<file path="config.mk">
export PLATFORM = sky130hd
export DESIGN_NAME = pic_controller
export DESIGN_NICKNAME = d
export VERILOG_FILES = /design/src/core/pic_pkg.sv /design/src/core/pic_pin_group.sv /design/src/core/pic_controller.sv
export VERILOG_INCLUDE_DIRS = /design/src /design/src/core
export SDC_FILE = /design/constraint.sdc
export NUM_CORES = 1
export LEC_CHECK = 0
export ABC_AREA = 1
export BUFFER_PORTS_ARGS = -buffer_cell sky130_fd_sc_hd__buf_2
export CORE_MARGIN = 2
export CORE_UTILIZATION = 56
export DETAILED_ROUTE_END_ITERATION = 16
export PLACE_DENSITY = 0.85
export SYNTH_ARGS = -nofsm -noshare
export SYNTH_HDL_FRONTEND = slang
export SYNTH_SLANG_ARGS = --single-unit
</file>
<file path="constraint.sdc">
create_clock -name clock -period 3.4 [get_ports clock]
set_clock_uncertainty 0.05 [all_clocks]
set_input_delay 0.34 -clock clock [delete_from_list [all_inputs] [get_ports clock]]
set_output_delay 0.34 -clock clock [all_outputs]
set_load 0.01 [all_outputs]
</file>
<file path="src/core/pic_defs.svh">
// Behaviour
// - enable register at 0x20, reset clears all
// - enable bits: 7 wake,6 pins,4 ep1,3 ep0,2,1 ticks
// - each source latches pending until serviced
// - request only while enable bit set
// - sample at instruction's last cycle, highest wins
// - service clears enables, then latch, then calls
// - call pushes pc with carry and zero
// - vectors two bytes apart, priority falls upward
// - latency: remaining cycles plus ten plus five
// - returns restore pc flags; irq return re-enables
// - pin edges, pull-up bit picks polarity
// - write-only pin enables at 0x04, 0x05
// - matched pins ored, or rise clocks group flop
// - group acknowledge clears flop and group enable
// - no new group event until or falls
// - enable toggle on held pin retriggers
// - no pin priority, pin enables kept
// - ep0 event on data written or ack
// - ep1 event only on transmit ack
// - nesting allowed by rewriting enable register
// - ticks masked by bits 1 and 2
// - wake latched on rising wake pin, bit 7
// - write-only pull-ups at 0x08, 0x09, reset clear
`ifndef PIC_DEFS_SVH
`define PIC_DEFS_SVH
`define PIC_ADDR_PORT0_PIN_IRQ_ENABLES 8'h04
`define PIC_ADDR_PORT1_PIN_IRQ_ENABLES 8'h05
`define PIC_ADDR_P0_PULL 8'h08
`define PIC_ADDR_P1_PULL 8'h09
`define PIC_ADDR_GIE 8'h20
`define PIC_RST_REG 8'h00
`define PIC_GIE_RW_MASK 8'hde
`define PIC_BIT_FAST 1
`define PIC_BIT_MS 2
`define PIC_BIT_EP0 3
`define PIC_BIT_EP1 4
`define PIC_BIT_PINS 6
`define PIC_BIT_WAKE 7
`define PIC_VEC_STEP 8'h02
`define PIC_CALL_CYCLES 4'd10
`define PIC_JMP_CYCLES 4'd5
`endif

</file>
<file path="src/core/pic_pkg.sv">
package pic_pkg;
  typedef enum logic [1:0] {
    PIC_IDLE = 2'b01,
    PIC_WAIT = 2'b10
  } pic_state_t;
endpackage : pic_pkg

</file>
<file path="src/core/pic_pin_group.sv">
`timescale 1ns/100ps
`default_nettype none
`include "pic_defs.svh"
module pic_pin_group (
  input wire logic clock, // core clock
  input wire logic reset, // async, active high
  input wire logic [15:0] pins, // port pins, {port1, port0}
  input wire logic [15:0] pull, // pull-up bits = polarity
  input wire logic [15:0] pin_en, // per-pin enables
  output logic group_or // or of matched enabled pins
);
  typedef struct packed {
    logic [15:0] s1;
    logic [15:0] s2;
  } pic_pg_t;
  pic_pg_t q, d;
  logic [15:0] hit;

  // per pin: polarity-matched level, gated by enable
  for (genvar i = 0; i < 16; i++) begin : g_pin
    assign hit[i] = pin_en[i] & (pull[i] ? q.s2[i] : ~q.s2[i]);
  end

  // two-flop sync per pin; nothing reads the first stage but the second
  always_comb begin
    d = q;
    d.s1 = pins;
    d.s2 = q.s1;
  end

  // shared or; its rising edge is taken in the controller, so an enable toggle
  // on a held pin makes a fresh edge
  assign group_or = |hit;

  always_ff @(posedge clock or posedge reset) begin
    if (reset) begin
      q <= '0;
    end else begin
      q <= d;
    end
  end
endmodule : pic_pin_group
`default_nettype wire

</file>
<file path="src/core/pic_controller.sv">
`timescale 1ns/100ps
`default_nettype none
`include "pic_defs.svh"
module pic_controller (
  input wire logic clock, // 12 MHz core clock
  input wire logic reset, // async, active high
  input wire logic io_write, // io write strobe from core
  input wire logic [7:0] io_addr, // io address
  input wire logic [7:0] io_wdata, // io write data
  input wire logic io_read, // io read strobe from core
  output logic [7:0] io_rdata, // read data, registered
  input wire logic irq_return_restore, // irq return executed
  input wire logic instr_last, // last cycle of instruction
  input wire logic fast_tick, // fast tick pulse
  input wire logic ms_tick, // millisecond tick pulse
  input wire logic ep0_event, // ep0 data in or tx acked
  input wire logic ep1_event, // ep1 tx acked
  input wire logic wake_pin, // wake pin, asynchronous
  input wire logic [7:0] port0_pins, // port 0 pins, async
  input wire logic [7:0] port1_pins, // port 1 pins, async
  output logic irq_req, // call request, held until ack
  output logic [7:0] irq_vector, // vector address
  input wire logic irq_ack, // core acknowledge pulse
  output logic [7:0] pending // raw pending latches
);
  typedef struct packed {
    pic_pkg::pic_state_t st;
    logic [7:0] gie;
    logic [7:0] port0_pin_irq_enables;
    logic [7:0] port1_pin_irq_enables;
    logic [7:0] p0_pull;
    logic [7:0] p1_pull;
    logic [7:0] pend;
    logic [2:0] sel;
    logic [7:0] vec;
    logic [7:0] saved_gie;
    logic [7:0] rdata;
    logic wk1;
    logic wk2;
    logic wk3;
    logic or_prev;
  } pic_st_t;
  pic_st_t q, d;
  logic group_or;
  logic [7:0] active;
  logic [7:0] ev;
  logic found;
  logic [2:0] best;

  pic_pin_group u_pins (
    .clock(clock),
    .reset(reset),
    .pins({port1_pins, port0_pins}),
    .pull({q.p1_pull, q.p0_pull}),
    .pin_en({q.port1_pin_irq_enables, q.port0_pin_irq_enables}),
    .group_or(group_or)
  );

  // events gathered per enable bit; bits 5 and 0 never set
  always_comb begin
    ev = 8'h00;
    ev[`PIC_BIT_FAST] = fast_tick;
    ev[`PIC_BIT_MS] = ms_tick;
    ev[`PIC_BIT_EP0] = ep0_event;
    ev[`PIC_BIT_EP1] = ep1_event;
    ev[`PIC_BIT_PINS] = group_or & ~q.or_prev;
    ev[`PIC_BIT_WAKE] = q.wk2 & ~q.wk3;
  end

  // masked requests; lowest bit number is highest priority
  assign active = q.pend & q.gie;
  always_comb begin
    found = 1'b0;
    best = 3'd0;
    for (int i = 7; i >= 1; i--) begin
      if (active[i]) begin
        found = 1'b1;
        best = 3'(i);
      end
    end
  end

  always_comb begin
    d = q;
    d.wk1 = wake_pin;
    d.wk2 = q.wk1;
    d.wk3 = q.wk2;
    d.or_prev = group_or;
    d.rdata = 8'h00;
    // register writes; pin registers are write-only
    if (io_write) begin
      case (io_addr)
        `PIC_ADDR_PORT0_PIN_IRQ_ENABLES: d.port0_pin_irq_enables = io_wdata;
        `PIC_ADDR_PORT1_PIN_IRQ_ENABLES: d.port1_pin_irq_enables = io_wdata;
        `PIC_ADDR_P0_PULL: d.p0_pull = io_wdata;
        `PIC_ADDR_P1_PULL: d.p1_pull = io_wdata;
        `PIC_ADDR_GIE: d.gie = io_wdata & `PIC_GIE_RW_MASK;
        default: d.gie = d.gie;
      endcase
    end
    if (io_read && io_addr == `PIC_ADDR_GIE) begin
      d.rdata = q.gie;
    end
    // the irq return puts back the enables cleared on entry
    if (irq_return_restore) begin
      d.gie = q.saved_gie;
    end
    case (q.st)
      pic_pkg::PIC_IDLE: begin
        // sampled only at the final cycle of an instruction
        if (instr_last && found) begin
          d.sel = best;
          d.vec = 8'(best) * `PIC_VEC_STEP;
          d.st = pic_pkg::PIC_WAIT;
        end
      end
      pic_pkg::PIC_WAIT: begin
        // core pushes pc, carry and zero then spends the call and
        // jump cycles; the ack comes with the push
        if (irq_ack) begin
          d.saved_gie = q.gie;
          // group enable stays off after return until code sets it
          if (q.sel == 3'(`PIC_BIT_PINS)) begin
            d.saved_gie[`PIC_BIT_PINS] = 1'b0;
          end
          d.gie = 8'h00;
          d.pend[q.sel] = 1'b0;
          d.st = pic_pkg::PIC_IDLE;
        end
      end
      default: d.st = pic_pkg::PIC_IDLE;
    endcase
    // new events win over the acknowledge clear
    d.pend = d.pend | ev;
  end

  assign irq_req = (q.st == pic_pkg::PIC_WAIT);
  assign irq_vector = q.vec;
  assign io_rdata = q.rdata;
  assign pending = q.pend;

  always_ff @(posedge clock or posedge reset) begin
    if (reset) begin
      q <= '0;
      q.st <= pic_pkg::PIC_IDLE;
      q.gie <= `PIC_RST_REG;
      q.port0_pin_irq_enables <= `PIC_RST_REG;
      q.port1_pin_irq_enables <= `PIC_RST_REG;
      q.p0_pull <= `PIC_RST_REG;
      q.p1_pull <= `PIC_RST_REG;
    end else begin
      q <= d;
    end
  end
endmodule : pic_controller
`default_nettype wire

</file>
==> flow_summary_export.csv, run 1 <==
group,metric,value,unit
run_status,outcome,"completed",
floorplanning,placeableCoreArea,7610,um2
critical_path,worst-endpoint-arrival,1.93,ns
drt,avgViaCountPerCell,4.92,
placed_design,dp_hpwl,5680,um
critical_path,timing.critical_path.fanout_max,24,
timing,finalSetupViolations,0,
grt,grt_start_max_net_pins,90,
yosys,postSynthRegisterBits,105,
layout,syn_to_final_growth,11.7,%
yosys,synth.cell_area,4320,um2
floorplanning,design.portCount,69,
floorplanning,design.die.area,8440,um2
drt,drt_wl_total,8210,um
yosys,synth_area_leader_cell,"sky130_fd_sc_hd__dfrtp_1",
clock_tree,clkSlewWorstSetupHoldPaths,0.10,ns
pwr,max-vdd-ir-drop,0.434,mV
timing,timing.final.max_slew_violations,0,
layout,finalNetCount,566,
floorplanning,chipWidth,91.9,um
timing,post-route-period-util,0.507,
critical_path,critPathMaxStageDelay,0.40,ns
floorplanning,initial_core_util,0.568,
clock_tree,h-tree-depth,3,
timing,setup_tns,0,ns
timing,setup_repair_after_global_routing_missed_its_margin,"no",
timing,fin_ws,1.68,ns
floorplanning,die_y,91.9,um
layout,most_frequent_standard_cell_in_the_layout_excluding_fill_and_tap_cells,"sky130_fd_sc_hd__nand2_1",
clock_tree,cts-buffers-inserted,9,
drt,wire_length_per_cell_after_detailed_routing,13.0,um
critical_path,critical_path.most_common_cell,"sky130_fd_sc_hd__o21ai_0",
clock_tree,ctsResizeCount,0,
placed_design,routabilityCongestion,0.833,
critical_path,startpoint_type_of_the_worst_setup_path,"flip-flop",
critical_path,critical_path.endpoint_type,"flip-flop",
pwr,pwr_density_cell,596,nW/um2
layout,mostFrequentLayoutCells,"sky130_fd_sc_hd__nand2_1, sky130_fd_sc_hd__dfrtp_1, sky130_fd_sc_hd__inv_1",
pwr,power.total,2.88,mW
grt,antenna_violations_before_repair,0,
flow_run,max_cap_violations,0,
pwr,leakage,2.54,nW
yosys,synth_area_per_cell,9.20,um2
grt,grt_first_pass_wirelength,13900,um
min_path,hold_class,"input pin to flip-flop",
yosys,synth_cells,470,
yosys,synth.lib_cells_used.distinct,26,
critical_path,path_class,"flip-flop to flip-flop",
clock_tree,clk_latency,0.37,ns
drt,drtPass1Iterations,4,
placed_design,dpl_worst_slack,1.71,ns
floorplanning,floorplan.rows,32,
layout,number_of_inserted_diodes,0,
layout,layout.filler_cells,634,
yosys,ys_seq_area_frac,0.608,
timing,hold_viol,0,
drt,routed-via-count,3095,
grt,first_global_vias,3061,
timing,max_slew_margin,0.310,
placed_design,place.detailed.instances,609,
critical_path,path_cells,"nor2_2 > nand2_1 > nor2_1 > inv_1 > o21ai_0 > o21ai_0",
drt,drt_drc_violations_left,0,
grt,grt_remaining_overflow,0,
yosys,synthDominantCellAreaShare,0.602,
clock_tree,holdBufCountCts,0,
clock_tree,tritoncts_clock_tree,"yes",
drt,antenna_violating_nets_post_route,0,
timing,max_slew.worst_pin.slew,1.03,ns
layout,final_layout_size_suffix_gt1_frac,0.194,
clock_tree,post_cts.repair.setup_buffers,0,
clock_tree,max-clock-path-buffers,2,
layout,fin_cells,629,
timing,layout_min_cycle_time,1.72,ns
yosys,synthTopCellsByArea,"sky130_fd_sc_hd__dfrtp_1, sky130_fd_sc_hd__nand2_1, sky130_fd_sc_hd__inv_1",
critical_path,cp.required,3.61,ns
grt,grt_util_all_layers,0.212,
clock_tree,root_buffer_selected_by_cts,"sky130_fd_sc_hd__clkbuf_8",
drt,first_iter_violations,158,
critical_path,cpMaxStageDelayCell,"sky130_fd_sc_hd__nand2_1",
clock_tree,cts_sinks,105,
yosys,yosys_warnings,0,
timing,timing.fmax,581,MHz
placed_design,number_of_port_buffers,63,
[routing by layer]
layer	GRT usage	vias up	routed length (um)
li1	-	1513	-
met1	0.257	1476	3510
met2	0.365	93	4100
met3	0.0707	13	453
met4	0.0585	0	140
met5	0	-	0
[cell usage after synthesis, drive strengths merged]
library cell	number
nand2	133
dfrtp	104
inv	80
o21ai	59
buf	30
nand3	23
nor2	22
nor3	4
o22ai	3
a21oi	2
a31oi	2
a21boi	1
and3	1
clkbuf	1
clkinv	1
conb	1
dfstp	1
nand4	1
o31ai	1
[cell type report]
| cell class | count | area [um2] | share of cell area |
|---|---|---|---|
| timing repair buffer | 68 | 363 | 0.0751 |
| tap | 102 | 128 | 0.0264 |
| clock buffer | 10 | 138 | 0.0285 |
| multi-input combinational | 257 | 1170 | 0.242 |
| sequential | 105 | 2630 | 0.544 |
| inverter | 81 | 308 | 0.0637 |
| clock inverter | 6 | 96.3 | 0.0200 |
[final timing paths]
path,from,slack (ns),end,cells after the start
worst min-delay path,port1_pins[0],0.03,u_pins.d[8],1
worst min register to register,u_pins.d[15],0.30,u_pins.q[15],0
min in group asynchronous,reset,0.17,q[12],2
max in group asynchronous,reset,2.30,q[52],3
worst max-delay path,q[79],1.68,pending[7],6
worst max register to register,q[79],1.68,pending[7],6
[cell families after synthesis]
family	share of synthesized area
AOI/OAI and AO/OA	0.0883
buffers and inverters	0.126
DFF	0.608
other	0.000867
and+or+nand+nor	0.177
[stage by stage]
stage / utilization / hold slack [ns] / cell area (um2)
floorplan: - / 0.281 / 4340
global placement: 0.599 / 0.284 / 4550
detailed placement: 0.599 / 0.287 / 4550
CTS: 0.629 / 0.00541 / 4790
global route: 0.635 / 0.000242 / 4830
finish: 0.635 / 0.0256 / 4830
[report_power, final]
part           leakage (nW)  internal (mW)  switching (mW)
clock                 0.115          0.445           0.422
combinational          1.11          0.175           0.310
sequential             1.31           1.41           0.116
[registers in the layout, summed over array words and instances (netlist names)]
register and cells:
u_pins.q 16, q 52, irq_vector 3, io_rdata 8, u_pins.d 16, d 2
pending 8
[worst max-delay path, delay by kind of cell, from the launching register on]
kind / cells / cell delay [ns]
buffers and inverters: 1 / 0.10
AO/OA/AOI/OAI: 2 / 0.23
flip-flops: 1 / 0.39
AND/OR/NAND/NOR: 3 / 0.84
(Power assumes the default switching activity.)
==> run 2, diff against run 1 <==
Settings changed: CORE_UTILIZATION 56 to 50, PLACE_DENSITY 0.85 to 0.81.
Clock period 3.4 ns to 1.43 ns, I/O delays scaled along.
==> run 2 against run 1 <==
Against the previous run: cell count is 3.8% higher; maximum frequency increased by 26%; register-to-register slack worse by 1.6 ns; core utilization is 3.3 points lower; routed wire length rose by 4.7%; sequential power is 140% higher; sequential share of layout area fell by 1.8 points; critical path depth did not move; die area up 11%; flip-flop and latch count unchanged.
==> flow_summary_export.csv, run 2 (synthesized netlist as in run 1, its figures left out) <==
group,metric,value,unit
clock_tree,h-tree-depth,3,
timing,finalSetupViolations,0,
critical_path,path_cells,"and3_1 > o21ai_1 > nand2_2 > nand2_1 > a21oi_1 > nor2_1",
floorplanning,chipWidth,97.0,um
layout,mostFrequentLayoutCells,"sky130_fd_sc_hd__nand2_1, sky130_fd_sc_hd__dfrtp_1, sky130_fd_sc_hd__inv_1",
critical_path,startpoint_type_of_the_worst_setup_path,"flip-flop",
drt,drt_wl_total,8590,um
drt,antenna_violating_nets_post_route,0,
critical_path,path_class,"flip-flop to flip-flop",
timing,setup_tns,0,ns
clock_tree,cts-buffers-inserted,9,
drt,first_iter_violations,130,
floorplanning,floorplan.rows,33,
layout,utilization,0.601,
critical_path,cp.required,1.63,ns
layout,finalNetCount,588,
critical_path,worst-endpoint-arrival,1.57,ns
pwr,power_report.internal_total,4.52,mW
clock_tree,clkSlewWorstSetupHoldPaths,0.08,ns
placed_design,number_of_port_buffers,63,
min_path,end_point_of_the_worst_hold_path,"q[41]",
placed_design,dp_hpwl,6060,um
clock_tree,tritoncts_clock_tree,"yes",
grt,antenna_violations_before_repair,0,
floorplanning,design.die.area,9410,um2
timing,fin_ws,0.0576,ns
drt,drtPass1Iterations,5,
critical_path,critical_path.endpoint_type,"flip-flop",
layout,most_frequent_standard_cell_in_the_layout_excluding_fill_and_tap_cells,"sky130_fd_sc_hd__nand2_1",
critical_path,worst_r2r_endpoint,"irq_vector[1]",
critical_path,timing.critical_path.fanout_max,4,
pwr,sequential_cell_fraction_of_total_power,0.561,
timing,layout_min_cycle_time,1.37,ns
min_path,whs_path_depth,3,
pwr,leakage,2.60,nW
critical_path,cpMaxStageDelayCell,"sky130_fd_sc_hd__dfstp_2",
grt,grt_remaining_overflow,0,
critical_path,critPathMaxStageDelay,0.54,ns
placed_design,dpl_worst_slack,0.0420,ns
timing,setup_repair_after_global_routing_missed_its_margin,"yes",
timing,timing.fmax,729,MHz
critical_path,reg2regPathDepth,6,
clock_tree,cts_sinks,105,
floorplanning,placeableCoreArea,8300,um2
layout,register_with_the_most_flip_flops,"q",
placed_design,routabilityCongestion,0.842,
pwr,net-switching-power,1.93,mW
clock_tree,max-clock-path-buffers,2,
pwr,max-vdd-ir-drop,0.758,mV
layout,final_layout_size_suffix_gt1_frac,0.186,
layout,syn_to_final_growth,15.4,%
clock_tree,post_cts.repair.setup_buffers,0,
grt,grt_start_max_net_pins,83,
clock_tree,root_buffer_selected_by_cts,"sky130_fd_sc_hd__clkbuf_8",
layout,layout.filler_cells,712,
drt,avgViaCountPerCell,4.84,
timing,post-route-period-util,0.960,
grt,grt_util_all_layers,0.190,
floorplanning,initial_core_util,0.521,
pwr,power_frac_clock,0.244,
floorplanning,die_y,97.0,um
clock_tree,clk_latency,0.36,ns
floorplanning,design.portCount,69,
pwr,power.switching_fraction,0.299,
run_status,outcome,"completed",
timing,hold-worst-slack,0.0546,ns
critical_path,r2r-start,"q[79]",
min_path,timing.hold.worst.start,"io_wdata[2]",
layout,number_of_inserted_diodes,0,
layout,largest_register_ffs,52,
grt,grt_first_pass_wirelength,14300,um
pwr,pwr_density_cell,1290,nW/um2
grt,first_global_vias,3037,
pwr,gate_power_share,0.195,
critical_path,critPathLaunch,"q[79]",
drt,drt_drc_violations_left,0,
timing,timing.final.max_slew_violations,0,
min_path,hold_class,"input pin to flip-flop",
critical_path,r2r_slack,0.06,ns
flow_run,max_cap_violations,0,
timing,hold_viol,0,
pwr,power.total,6.45,mW
drt,routed-via-count,3160,
drt,wire_length_per_cell_after_detailed_routing,13.2,um
## run 2: metrics by stage
step / area [um2] / cells
after detailed placement: 4590 / 615
after global placement: 4590 / 615
after global routing: 4990 / 653
after floorplan: 4340 / 474
after CTS: 4980 / 653
final: 4990 / 653
## run 2: what timing repair did
action                     in CTS  in global routing
setup endpoints to repair       0                  9
hold endpoints to repair      126                  0
resized for setup               0                  6
hold buffers                   23                  0
## run 2: worst max-delay path by stage
stage          cells past startpoint       endpoint  slack [ns]
2_1_floorplan                      1           d[1]       -0.02
3_3_place_gp                       6          q[80]        0.07
3_5_place_dp                       6          q[80]        0.04
4_1_cts                            6          q[80]        0.02
5_1_grt                            7          q[75]       -0.02
6_report                           6  irq_vector[1]        0.06
## run 2: worst max-delay path, delay by kind of cell (launching register included)
kind             cells  cell delay, ns
AO/OA/AOI/OAI        2            0.23
AND/OR/NAND/NOR      4            0.44
flip-flops           1            0.54
## run 2: cell type report
class / instances / area, um2 / area share
sequential: 105 / 2630 / 0.527
timing repair buffer: 90 / 588 / 0.118
tap: 105 / 131 / 0.0263
clock buffer: 15 / 156 / 0.0313
inverter: 81 / 309 / 0.0619
multi-input combinational: 257 / 1180 / 0.236
## run 2: layer usage
layer  GRT usage  part of all wire  vias to the layer above
met4      0.0520             0.013                        0
met1       0.240              0.42                     1506
met3      0.0470             0.045                       10
met5           0                 0                        -
li1            -                 -                     1560
met2       0.327              0.52                       84
## run 2: power groups by stage
| stage | clock network (mW) | registers [mW] | logic (mW) |
|---|---|---|---|
| after floorplan | 0 | 3.58 | 0.919 |
| after global placement | 0 | 3.65 | 1.14 |
| after detailed placement | 0 | 3.67 | 1.18 |
| after CTS | 1.62 | 3.62 | 1.24 |
| after global routing | 1.72 | 3.66 | 1.44 |
| final | 1.57 | 3.62 | 1.26 |
